**src/iosp_map.svh**
```systemverilog
// register offsets, reset values and timing counts for the peripheral register space
`ifndef IOSP_MAP_SVH
`define IOSP_MAP_SVH
`define IOSP_DATA_OFFSET     6'h20
`define IOSP_BIT_LIMIT       6'h1F
`define IOSP_ADC_RES_LO      6'h04
`define IOSP_ADC_RES_HI      6'h05
`define IOSP_ADC_CSR         6'h06
`define IOSP_ADC_CHAN        6'h07
`define IOSP_CMP_CSR         6'h08
`define IOSP_SER_BAUD        6'h09
`define IOSP_SER_CTRL        6'h0A
`define IOSP_SER_STAT        6'h0B
`define IOSP_SER_DATA        6'h0C
`define IOSP_SPI_CTRL        6'h0D
`define IOSP_SPI_STAT        6'h0E
`define IOSP_SPI_DATA        6'h0F
`define IOSP_PD_PIN          6'h10
`define IOSP_PD_DIR          6'h11
`define IOSP_PD_OUT          6'h12
`define IOSP_PC_PIN          6'h13
`define IOSP_PC_DIR          6'h14
`define IOSP_PC_OUT          6'h15
`define IOSP_PB_PIN          6'h16
`define IOSP_PB_DIR          6'h17
`define IOSP_PB_OUT          6'h18
`define IOSP_PA_PIN          6'h19
`define IOSP_PA_DIR          6'h1A
`define IOSP_PA_OUT          6'h1B
`define IOSP_NV_CTRL         6'h1C
`define IOSP_NV_BYTE         6'h1D
`define IOSP_NV_ADDR_LO      6'h1E
`define IOSP_NV_ADDR_HI      6'h1F
`define IOSP_WDT_CTRL        6'h21
`define IOSP_ASYNC_STAT      6'h22
`define IOSP_T2_CMP          6'h23
`define IOSP_T2_CNT          6'h24
`define IOSP_T2_CTRL         6'h25
`define IOSP_T1_CAP_LO       6'h26
`define IOSP_T1_CAP_HI       6'h27
`define IOSP_T1_CMPB_LO      6'h28
`define IOSP_T1_CMPB_HI      6'h29
`define IOSP_T1_CMPA_LO      6'h2A
`define IOSP_T1_CMPA_HI      6'h2B
`define IOSP_T1_CNT_LO       6'h2C
`define IOSP_T1_CNT_HI       6'h2D
`define IOSP_T1_CTRL_B       6'h2E
`define IOSP_T1_CTRL_A       6'h2F
`define IOSP_T0_CNT          6'h32
`define IOSP_T0_CTRL         6'h33
`define IOSP_CORE_RST_STAT   6'h34
`define IOSP_CORE_CTRL       6'h35
`define IOSP_TMR_FLAGS       6'h38
`define IOSP_REG_RESET       8'h00
`define IOSP_PC_RESET        12'h000
`define IOSP_SRAM_CYCLES     2'h2
`define IOSP_NV_DEPTH        512
`define IOSP_NV_BYTE_RESET   8'hFF
`endif

```
**src/iosp_pkg.sv**
```systemverilog
// types shared by the peripheral register space block
`default_nettype none
package iosp_pkg;
  // cpu-side operation kinds
  typedef enum logic [3:0] {
    IOSP_OP_NONE    = 4'b0000,
    IOSP_OP_PIN     = 4'b0001,
    IOSP_OP_POUT    = 4'b0010,
    IOSP_OP_LD      = 4'b0011,
    IOSP_OP_ST      = 4'b0100,
    IOSP_OP_BSET    = 4'b0101,
    IOSP_OP_BCLR    = 4'b0110,
    IOSP_OP_SKSET   = 4'b0111,
    IOSP_OP_SKCLR   = 4'b1000,
    IOSP_OP_CONST   = 4'b1001,
    IOSP_OP_PJMP    = 4'b1010,
    IOSP_OP_OJMP    = 4'b1011
  } iosp_op_t;
  // one request from the core
  typedef struct packed {
    iosp_op_t    op;
    logic [15:0] addr;
    logic [7:0]  wdata;
    logic [2:0]  bit_sel;
    logic [11:0] offset;
  } iosp_req_t;
  // answer back to the core
  typedef struct packed {
    logic        valid;
    logic [7:0]  rdata;
    logic        skip;
  } iosp_rsp_t;
  // data sram access sequencer
  typedef enum logic [1:0] {
    IOSP_SR_IDLE = 2'b00,
    IOSP_SR_WAIT = 2'b01
  } iosp_sram_t;
endpackage
`default_nettype wire

```
**src/iosp_top.sv**
```systemverilog
// peripheral register space, program addressing and nonvolatile byte store
// How it works
// - z bit 0 picks byte, bits 12..1 pick word
// - pointer jump loads counter from z
// - offset jump adds signed offset plus one
// - separate byte-addressed nonvolatile store
// - core runs straight off system clock
// - fetch overlaps execute, one per cycle
// - register operation completes in one cycle
// - data sram access takes two cycles
// - port ops move one byte to registers
// - port addresses span 0x00 to 0x3F
// - data-space view adds 0x20 to address
// - bit ops only below 0x20
// - flags clear on written one only
// - bit set/clear rewrites whole register
// - each listed address decodes its register
`include "iosp_map.svh"
`default_nettype none
module iosp_top
  import iosp_pkg::*;
(
  input  wire logic        i_sys_clk,    // system clock, undivided
  input  wire logic        i_rst,        // synchronous reset
  input  wire iosp_req_t   i_req,        // core request
  input  wire logic [15:0] i_z_ptr,      // z pointer value
  input  wire logic [15:0] i_prog_word,  // program word at o_prog_addr
  input  wire logic [7:0]  i_flag_set,   // hardware timer flag events
  input  wire logic [31:0] i_port_pins,  // pins a..d, a in low byte
  input  wire logic [7:0]  i_periph_ro,  // value shown on read-only peripherals
  output logic      [11:0] o_prog_addr,  // program word address
  output logic      [11:0] o_program_counter, // current program counter
  output logic      [31:0] o_port_out,   // port output latches a..d
  output logic      [31:0] o_port_oe,    // port directions a..d
  output logic             o_sram_busy,  // data sram access in progress
  output iosp_rsp_t        o_rsp         // answer to core
);

  logic [7:0]  rw_ff [0:63];        // writable peripheral storage
  logic [7:0]  tmr_flags_ff;        // write-one-to-clear timer flags
  logic [7:0]  nvmem [0:`IOSP_NV_DEPTH-1]; // nonvolatile byte store
  logic [11:0] pc_ff;               // program counter
  iosp_rsp_t   rsp_ff;              // registered answer
  iosp_sram_t  sram_st_ff;          // sram access state
  logic [5:0]  ioa;                 // decoded port address
  logic        in_io;               // request targets port space
  logic        is_rd;               // read-type request
  logic        is_wr;               // whole-byte write request
  logic        is_bitop;            // bit set or clear
  logic        is_skip;             // bit test
  logic        bit_ok;              // bit op in reach
  logic        mapped;              // address is listed
  logic        writable;            // address has writable storage
  logic [7:0]  rd_val;              // current register value
  logic [7:0]  wr_val;              // value going back in
  logic [8:0]  nv_addr;             // nonvolatile byte address
  logic        nv_wr;               // nonvolatile write strobe
  logic        nv_rd;               // nonvolatile fetch strobe
  logic [11:0] nxt_pc;              // next program counter

  // decode port view and data-space view
  always_comb
  begin
    in_io = 1'b0;
    ioa   = i_req.addr[5:0];
    unique case (i_req.op)
      IOSP_OP_PIN, IOSP_OP_POUT, IOSP_OP_BSET, IOSP_OP_BCLR, IOSP_OP_SKSET, IOSP_OP_SKCLR:
      begin
        in_io = (i_req.addr[15:6] == 10'h000);
      end
      IOSP_OP_LD, IOSP_OP_ST:
      begin
        // data view sits 0x20 above port view
        ioa   = 6'(i_req.addr - 16'(`IOSP_DATA_OFFSET));
        in_io = (i_req.addr >= 16'(`IOSP_DATA_OFFSET))
              && (i_req.addr < 16'(`IOSP_DATA_OFFSET) + 16'h0040);
      end
      default:
      begin
        in_io = 1'b0;
      end
    endcase
  end

  assign is_rd    = in_io && (i_req.op == IOSP_OP_PIN || i_req.op == IOSP_OP_LD);
  assign is_wr    = in_io && (i_req.op == IOSP_OP_POUT || i_req.op == IOSP_OP_ST);
  assign bit_ok   = (ioa <= `IOSP_BIT_LIMIT);
  assign is_bitop = in_io && bit_ok && (i_req.op == IOSP_OP_BSET || i_req.op == IOSP_OP_BCLR);
  assign is_skip  = in_io && bit_ok && (i_req.op == IOSP_OP_SKSET || i_req.op == IOSP_OP_SKCLR);

  // address decode of listed registers
  always_comb
  begin
    mapped   = 1'b1;
    writable = 1'b1;
    rd_val   = 8'h00;
    unique case (ioa)
      `IOSP_ADC_RES_LO, `IOSP_ADC_RES_HI, `IOSP_SPI_STAT, `IOSP_T1_CAP_LO, `IOSP_T1_CAP_HI:
      begin
        writable = 1'b0;
        rd_val   = i_periph_ro;
      end
      `IOSP_PD_PIN: begin writable = 1'b0; rd_val = i_port_pins[31:24]; end
      `IOSP_PC_PIN: begin writable = 1'b0; rd_val = i_port_pins[23:16]; end
      `IOSP_PB_PIN: begin writable = 1'b0; rd_val = i_port_pins[15:8];  end
      `IOSP_PA_PIN: begin writable = 1'b0; rd_val = i_port_pins[7:0];   end
      `IOSP_TMR_FLAGS: rd_val = tmr_flags_ff;
      `IOSP_ADC_CSR, `IOSP_ADC_CHAN, `IOSP_CMP_CSR, `IOSP_SER_BAUD, `IOSP_SER_CTRL,
      `IOSP_SER_STAT, `IOSP_SER_DATA, `IOSP_SPI_CTRL, `IOSP_SPI_DATA,
      `IOSP_PD_DIR, `IOSP_PD_OUT, `IOSP_PC_DIR, `IOSP_PC_OUT, `IOSP_PB_DIR, `IOSP_PB_OUT,
      `IOSP_PA_DIR, `IOSP_PA_OUT, `IOSP_NV_CTRL, `IOSP_NV_BYTE, `IOSP_NV_ADDR_LO,
      `IOSP_NV_ADDR_HI, `IOSP_WDT_CTRL, `IOSP_ASYNC_STAT, `IOSP_T2_CMP, `IOSP_T2_CNT,
      `IOSP_T2_CTRL, `IOSP_T1_CMPB_LO, `IOSP_T1_CMPB_HI, `IOSP_T1_CMPA_LO, `IOSP_T1_CMPA_HI,
      `IOSP_T1_CNT_LO, `IOSP_T1_CNT_HI, `IOSP_T1_CTRL_B, `IOSP_T1_CTRL_A, `IOSP_T0_CNT,
      `IOSP_T0_CTRL, `IOSP_CORE_RST_STAT, `IOSP_CORE_CTRL:
        rd_val = rw_ff[ioa];
      default:
      begin
        // reserved: read zero, no storage
        mapped   = 1'b0;
        writable = 1'b0;
        rd_val   = 8'h00;
      end
    endcase
  end

  // value written back, bit ops rewrite whole byte
  always_comb
  begin
    wr_val = i_req.wdata;
    if (i_req.op == IOSP_OP_BSET)
    begin
      wr_val = rd_val | (8'h01 << i_req.bit_sel);
    end
    else if (i_req.op == IOSP_OP_BCLR)
    begin
      wr_val = rd_val & ~(8'h01 << i_req.bit_sel);
    end
  end

  // plain writable peripheral storage
  always_ff @(posedge i_sys_clk)
  begin
    if (i_rst)
    begin
      for (int i = 0; i < 64; i++)
      begin
        rw_ff[i] <= `IOSP_REG_RESET;
      end
    end
    else if ((is_wr || is_bitop) && mapped && writable && ioa != `IOSP_TMR_FLAGS)
    begin
      rw_ff[ioa] <= wr_val;
      // fetch strobe pulls the addressed stored byte into the data register
      if (nv_rd)
      begin
        rw_ff[`IOSP_NV_BYTE] <= nvmem[nv_addr];
      end
    end
  end

  // timer flags: hardware set wins over software clear
  always_ff @(posedge i_sys_clk)
  begin
    if (i_rst)
    begin
      tmr_flags_ff <= `IOSP_REG_RESET;
    end
    else if ((is_wr || is_bitop) && ioa == `IOSP_TMR_FLAGS)
    begin
      tmr_flags_ff <= (tmr_flags_ff & ~wr_val) | i_flag_set;
    end
    else
    begin
      tmr_flags_ff <= tmr_flags_ff | i_flag_set;
    end
  end

  // nonvolatile store: byte address from its address registers
  assign nv_addr = {rw_ff[`IOSP_NV_ADDR_HI][0], rw_ff[`IOSP_NV_ADDR_LO]};
  assign nv_wr   = (is_wr || is_bitop) && ioa == `IOSP_NV_CTRL && wr_val[1];
  // control bit 0 fetches a byte back; reads the old byte if both bits are set
  assign nv_rd   = (is_wr || is_bitop) && ioa == `IOSP_NV_CTRL && wr_val[0];

  // separate byte space, one byte written per strobe
  always_ff @(posedge i_sys_clk)
  begin
    if (nv_wr)
    begin
      nvmem[nv_addr] <= rw_ff[`IOSP_NV_BYTE];
    end
  end

  // data sram access: two cycles, busy in the second
  always_ff @(posedge i_sys_clk)
  begin
    if (i_rst)
    begin
      sram_st_ff <= IOSP_SR_IDLE;
    end
    else
    begin
      unique case (sram_st_ff)
        IOSP_SR_IDLE:
        begin
          if ((i_req.op == IOSP_OP_LD || i_req.op == IOSP_OP_ST) && !in_io)
          begin
            sram_st_ff <= IOSP_SR_WAIT;
          end
        end
        IOSP_SR_WAIT:
        begin
          sram_st_ff <= IOSP_SR_IDLE;
        end
        default:
        begin
          sram_st_ff <= IOSP_SR_IDLE;
        end
      endcase
    end
  end
  assign o_sram_busy = (sram_st_ff == IOSP_SR_WAIT);

  // program counter: pointer jump, offset jump, else step
  always_comb
  begin
    nxt_pc = pc_ff + 12'h001;
    if (i_req.op == IOSP_OP_PJMP)
    begin
      nxt_pc = i_z_ptr[11:0];
    end
    else if (i_req.op == IOSP_OP_OJMP)
    begin
      // 12-bit signed offset covers -2048..2047, wraps in space
      nxt_pc = pc_ff + i_req.offset + 12'h001;
    end
  end

  // counter advances every undivided system clock
  always_ff @(posedge i_sys_clk)
  begin
    if (i_rst)
    begin
      pc_ff <= `IOSP_PC_RESET;
    end
    else
    begin
      pc_ff <= nxt_pc;
    end
  end

  // program fetch address: constant load uses z word part
  assign o_prog_addr = (i_req.op == IOSP_OP_CONST) ? i_z_ptr[12:1] : pc_ff;
  assign o_program_counter = pc_ff;

  // answer register, one cycle after request
  always_ff @(posedge i_sys_clk)
  begin
    if (i_rst)
    begin
      rsp_ff <= '0;
    end
    else
    begin
      rsp_ff.valid <= (i_req.op != IOSP_OP_NONE);
      rsp_ff.skip  <= is_skip && (rd_val[i_req.bit_sel] == (i_req.op == IOSP_OP_SKSET));
      if (i_req.op == IOSP_OP_CONST)
      begin
        rsp_ff.rdata <= i_z_ptr[0] ? i_prog_word[15:8] : i_prog_word[7:0];
      end
      else if (is_rd)
      begin
        rsp_ff.rdata <= rd_val;
      end
      else
      begin
        rsp_ff.rdata <= 8'h00;
      end
    end
  end
  assign o_rsp = rsp_ff;

  // port latches and directions, a in low byte
  assign o_port_out = {rw_ff[`IOSP_PD_OUT], rw_ff[`IOSP_PC_OUT],
                       rw_ff[`IOSP_PB_OUT], rw_ff[`IOSP_PA_OUT]};
  assign o_port_oe  = {rw_ff[`IOSP_PD_DIR], rw_ff[`IOSP_PC_DIR],
                       rw_ff[`IOSP_PB_DIR], rw_ff[`IOSP_PA_DIR]};

endmodule // iosp_top
`default_nettype wire

```
**config.mk**
```make
export PLATFORM = sky130hd
export DESIGN_NAME = iosp_top
export DESIGN_NICKNAME = d
export VERILOG_FILES = /design/src/iosp_pkg.sv /design/src/iosp_top.sv
export VERILOG_INCLUDE_DIRS = /design/src
export SDC_FILE = /design/constraint.sdc
export NUM_CORES = 2
export LEC_CHECK = 0
export CAP_MARGIN = 10
export CORE_ASPECT_RATIO = 1.5
export CORE_UTILIZATION = 42
export DETAILED_ROUTE_END_ITERATION = 6
export DONT_BUFFER_PORTS = 1
export GPL_TIMING_DRIVEN = 0
export PLACE_DENSITY = 0.59
export SKIP_CTS_REPAIR_TIMING = 1
export SYNTH_ARGS = -nofsm -noshare
export SYNTH_HDL_FRONTEND = slang
export SYNTH_MEMORY_MAX_BITS = 65536
export SYNTH_SLANG_ARGS = --single-unit
export TNS_END_PERCENT = 1
```
**constraint.sdc**
```tcl
create_clock -name i_sys_clk -period 23.2 [get_ports i_sys_clk]
set_clock_uncertainty 0.05 [all_clocks]
set_input_delay 0 -clock i_sys_clk [delete_from_list [all_inputs] [get_ports i_sys_clk]]
set_output_delay 0 -clock i_sys_clk [all_outputs]
set_load 0.005 [all_outputs]
```
==> run metrics <==
outcome finished, violations left; failing checks DRC, hold timing, slew limit; CTS tree yes; post-route cell area between 200000 and 250000 µm²; Hold WS -0.103 ns; GPL Wtd Cong a little over 1; Worst-path clk slew around 0.07 ns; CP bufs+invs 8; crit-path leading delay family buffers and inverters; vias in the first global route ~99000; max_cap viols 0; Power Internal approximately 13 mW; critical path arrival 10.05 ns; maximum fanout along the worst path 10; setup TNS 0 ns; Final Hold Vio Count 1; final setup vio count 0; clock group share of total power between 40% and 50%; Remaining DRCs 9; r2r startpoint rw_ff[30][0]; most used cell, CP buf_2; initial DRC count approximately 18000; Critical Path Stages 11; crit path to nvmem[257][6]; Site Rows between 200 and 300; Initial Util a little over two fifths; DIE AREA approximately 440000 µm²; Min-Delay Path Class primary input to register; CTS H-tree lvls 5; Setup crit start kind register; post-layout min period 9.49 ns; Fill cells between 30000 and 40000; CTS Buf Count ~420; leakage between 60 and 70 nW; switching power a little under 4 mW; Vias/cell 6.75; predominant post-synthesis flop cell edfxtp_1; Clock Latency Late Sink around 1.0 ns; Switching Share a little under a quarter; Syn Inst Count between 8000 and 9000; # port buffers 0; Setup Crit Path Kind register to register; largest net degree at the start of global routing 41; WL final about 790 mm; CP Launch Point rw_ff[30][0]; detailed-route via count 104606; achievable frequency 105 MHz; critical path endpoint category register; Total GRT Usage 36.0%; Largest stage delay, worst path roughly 1.2 ns; Die H between 800 and 900 µm; Post-synth EDFFs approximately 4600; Yosys reg bits around 4600; R2R Setup Slk between 10 and 15 ns; Power Dens Cells 81.5 nW/µm²; pre-CTS setup slack around 14 ns; final non-filler cell total between 15000 and 20000; unrepaired setup endpoints after global routing false; Worst path slowest cell buf_2; crit-path cells clkbuf_1 -> buf_2 -> buf_2 -> buf_2 -> buf_2 -> buf_2 -> clkbuf_1 -> nor2b_1 -> nand2_1 -> clkbuf_2 -> nor2_1; Final Max Slew Viols 2; VDD IR max approximately 62 µV; synthesized cell area roughly 180000 µm²; wire length per cell 51.2 µm; core area ~430000 µm²; IO Pins 224; Detail Placement HPWL 575 mm; r2r worst-path depth 11; total global routing overflow 0; ys async rst share 0%; first-pass GRT wire length 1000 mm; Critical Path RT about 24 ns; antenna violations before repair between 80 and 90; worst r2r dst nvmem[257][6]; Least-Margin Pin Slew roughly 1.7 ns; placed inst area around 200000 µm²; placed insts ~14000; Logic pwr share under 10%; Seq/Total Area, Yosys about 76%; sequential power share 53.0%; drt first pass iters 6; CTS Root Cell clkbuf_16; Die Width between 500 and 600 µm; syn_area_per_cell between 20 and 25 µm²; Netlist cell types 71; share of layout cells above drive strength 1 29.2%; nets@finish roughly 9500; Routed Antenna Nets 0; clk sink count between 4000 and 5000; Layout area overhead 17.6%; fin crit share ~41%; post-route setup slack around 14 ns; YS warnings 0; clk buf depth 4; Max-slew headroom -14.3%
==> through the flow <==
step	power, mW	util [%]
CTS	17.3	49.3
global placement	10.3	44.1
global route	17.7	49.6
finish	17.4	49.7
floorplan	9.82	-
detailed placement	10.4	46.1
==> state kept, by name (all words and copies together) (netlist names) <==
name,count
rw_ff,512
o_rsp,10
sram_st_ff,1
nvmem,4096
tmr_flags_ff,8
o_program_counter,12
==> area by class of cell <==
class                      count  area (µm²)  area share [%]
antenna                      104         260           0.122
sequential                  4639      139000            65.0
multi-input combinational   3267       41400            19.4
inverter                      29         109          0.0509
clock inverter               275        2810            1.31
tap                         5643        7060            3.30
timing repair buffer         502        9830            4.59
clock buffer                 489       10900            5.08
buffer                       541        2560            1.20
==> worst min-delay path by stage <==
stage,startpoint,to,slack [ns],depth (start not counted)
3_5_place_dp,i_z_ptr[6],o_prog_addr[5],0.08,1
4_1_cts,i_flag_set[7],tmr_flags_ff[7],-0.98,2
3_3_place_gp,i_z_ptr[6],o_prog_addr[5],0.09,1
2_1_floorplan,i_z_ptr[1],o_prog_addr[0],0.05,2
5_1_grt,i_req[9],o_program_counter[11],0.003,6
6_report,i_req[8],o_program_counter[11],-0.10,6
==> placed cells by master (no fill, tap or decap), drive strengths merged, types with 11 or more instances in the layout <==
cell type and count:
mux2i 51, a21oi 53, nand2 173, xnor2 12, o21ai 40, nand3 43, diode 104, nor3 29
a22oi 11, a211oi 13, clkinvlp 32, a22o 16, mux2 42, a221oi 21, nand2b 16, clkinv 179
nor2b 16, conb 208, buf 583, inv 41, o22ai 47, nor2 872, mux4 1440, bufinv 52
nor4 12, clkbuf 831, dfxtp 31, and3 16, dlygate4sd3 117, ha 12, edfxtp 4608
==> power groups by stage <==
stage / registers, mW / logic [mW] / clock network (mW)
floorplan: 9.48 / 0.345 / 0
global placement: 9.56 / 0.770 / 0
detailed placement: 9.42 / 0.938 / 0
CTS: 9.24 / 0.940 / 7.16
global route: 9.24 / 0.972 / 7.44
finish: 9.24 / 0.998 / 7.19
==> synthesized netlist by cell type, types with 13 or more instances <==
library cell	number	share of area (%)
nor2_1	872	1.8
mux4_2	1440	18
buf_1	98	0.20
edfxtp_1	4608	76
nand2b_1	16	0.055
inv_1	25	0.052
clkbuf_1	342	0.71
mux2i_1	51	0.28
a22o_1	16	0.077
and3_1	16	0.055
a221oi_1	21	0.10
nand2_1	173	0.36
nand3_1	43	0.12
mux2_2	42	0.26
buf_2	88	0.24
dfxtp_1	31	0.34
o22ai_1	47	0.16
a21oi_1	53	0.15
nor2b_1	16	0.055
a211oi_1	13	0.054
nor3_1	29	0.080
o21ai_0	39	0.11
==> cells by family after synthesis <==
kind of cell	synth area share, %
mux	18.4
xor+xnor	0.107
flops	76.4
fa+ha+maj	0.0935
compound gates	1.04
buf+inv	1.28
other cells	0.00206
simple gates	2.73
==> routing by layer <==
layer	global-route usage, %	vias to the layer above	share of wire (%)
li1	-	36884	-
met1	37.6	55400	29
met2	56.1	9472	47
met3	10.5	2834	11
met4	38.9	16	13
met5	0	-	0.016
==> worst reg2reg max path: stages, from the launching register on <==
cell	delay [ns]
edfxtp_1	0.33
clkbuf_1	0.25
buf_2	0.91
buf_2	0.97
buf_2	1.27
buf_2	1.14
buf_2	0.79
clkbuf_1	0.80
nor2b_1	0.35
nand2_1	0.33
clkbuf_2	0.74
nor2_1	1.16
Power figures use the tool's default switching activity.
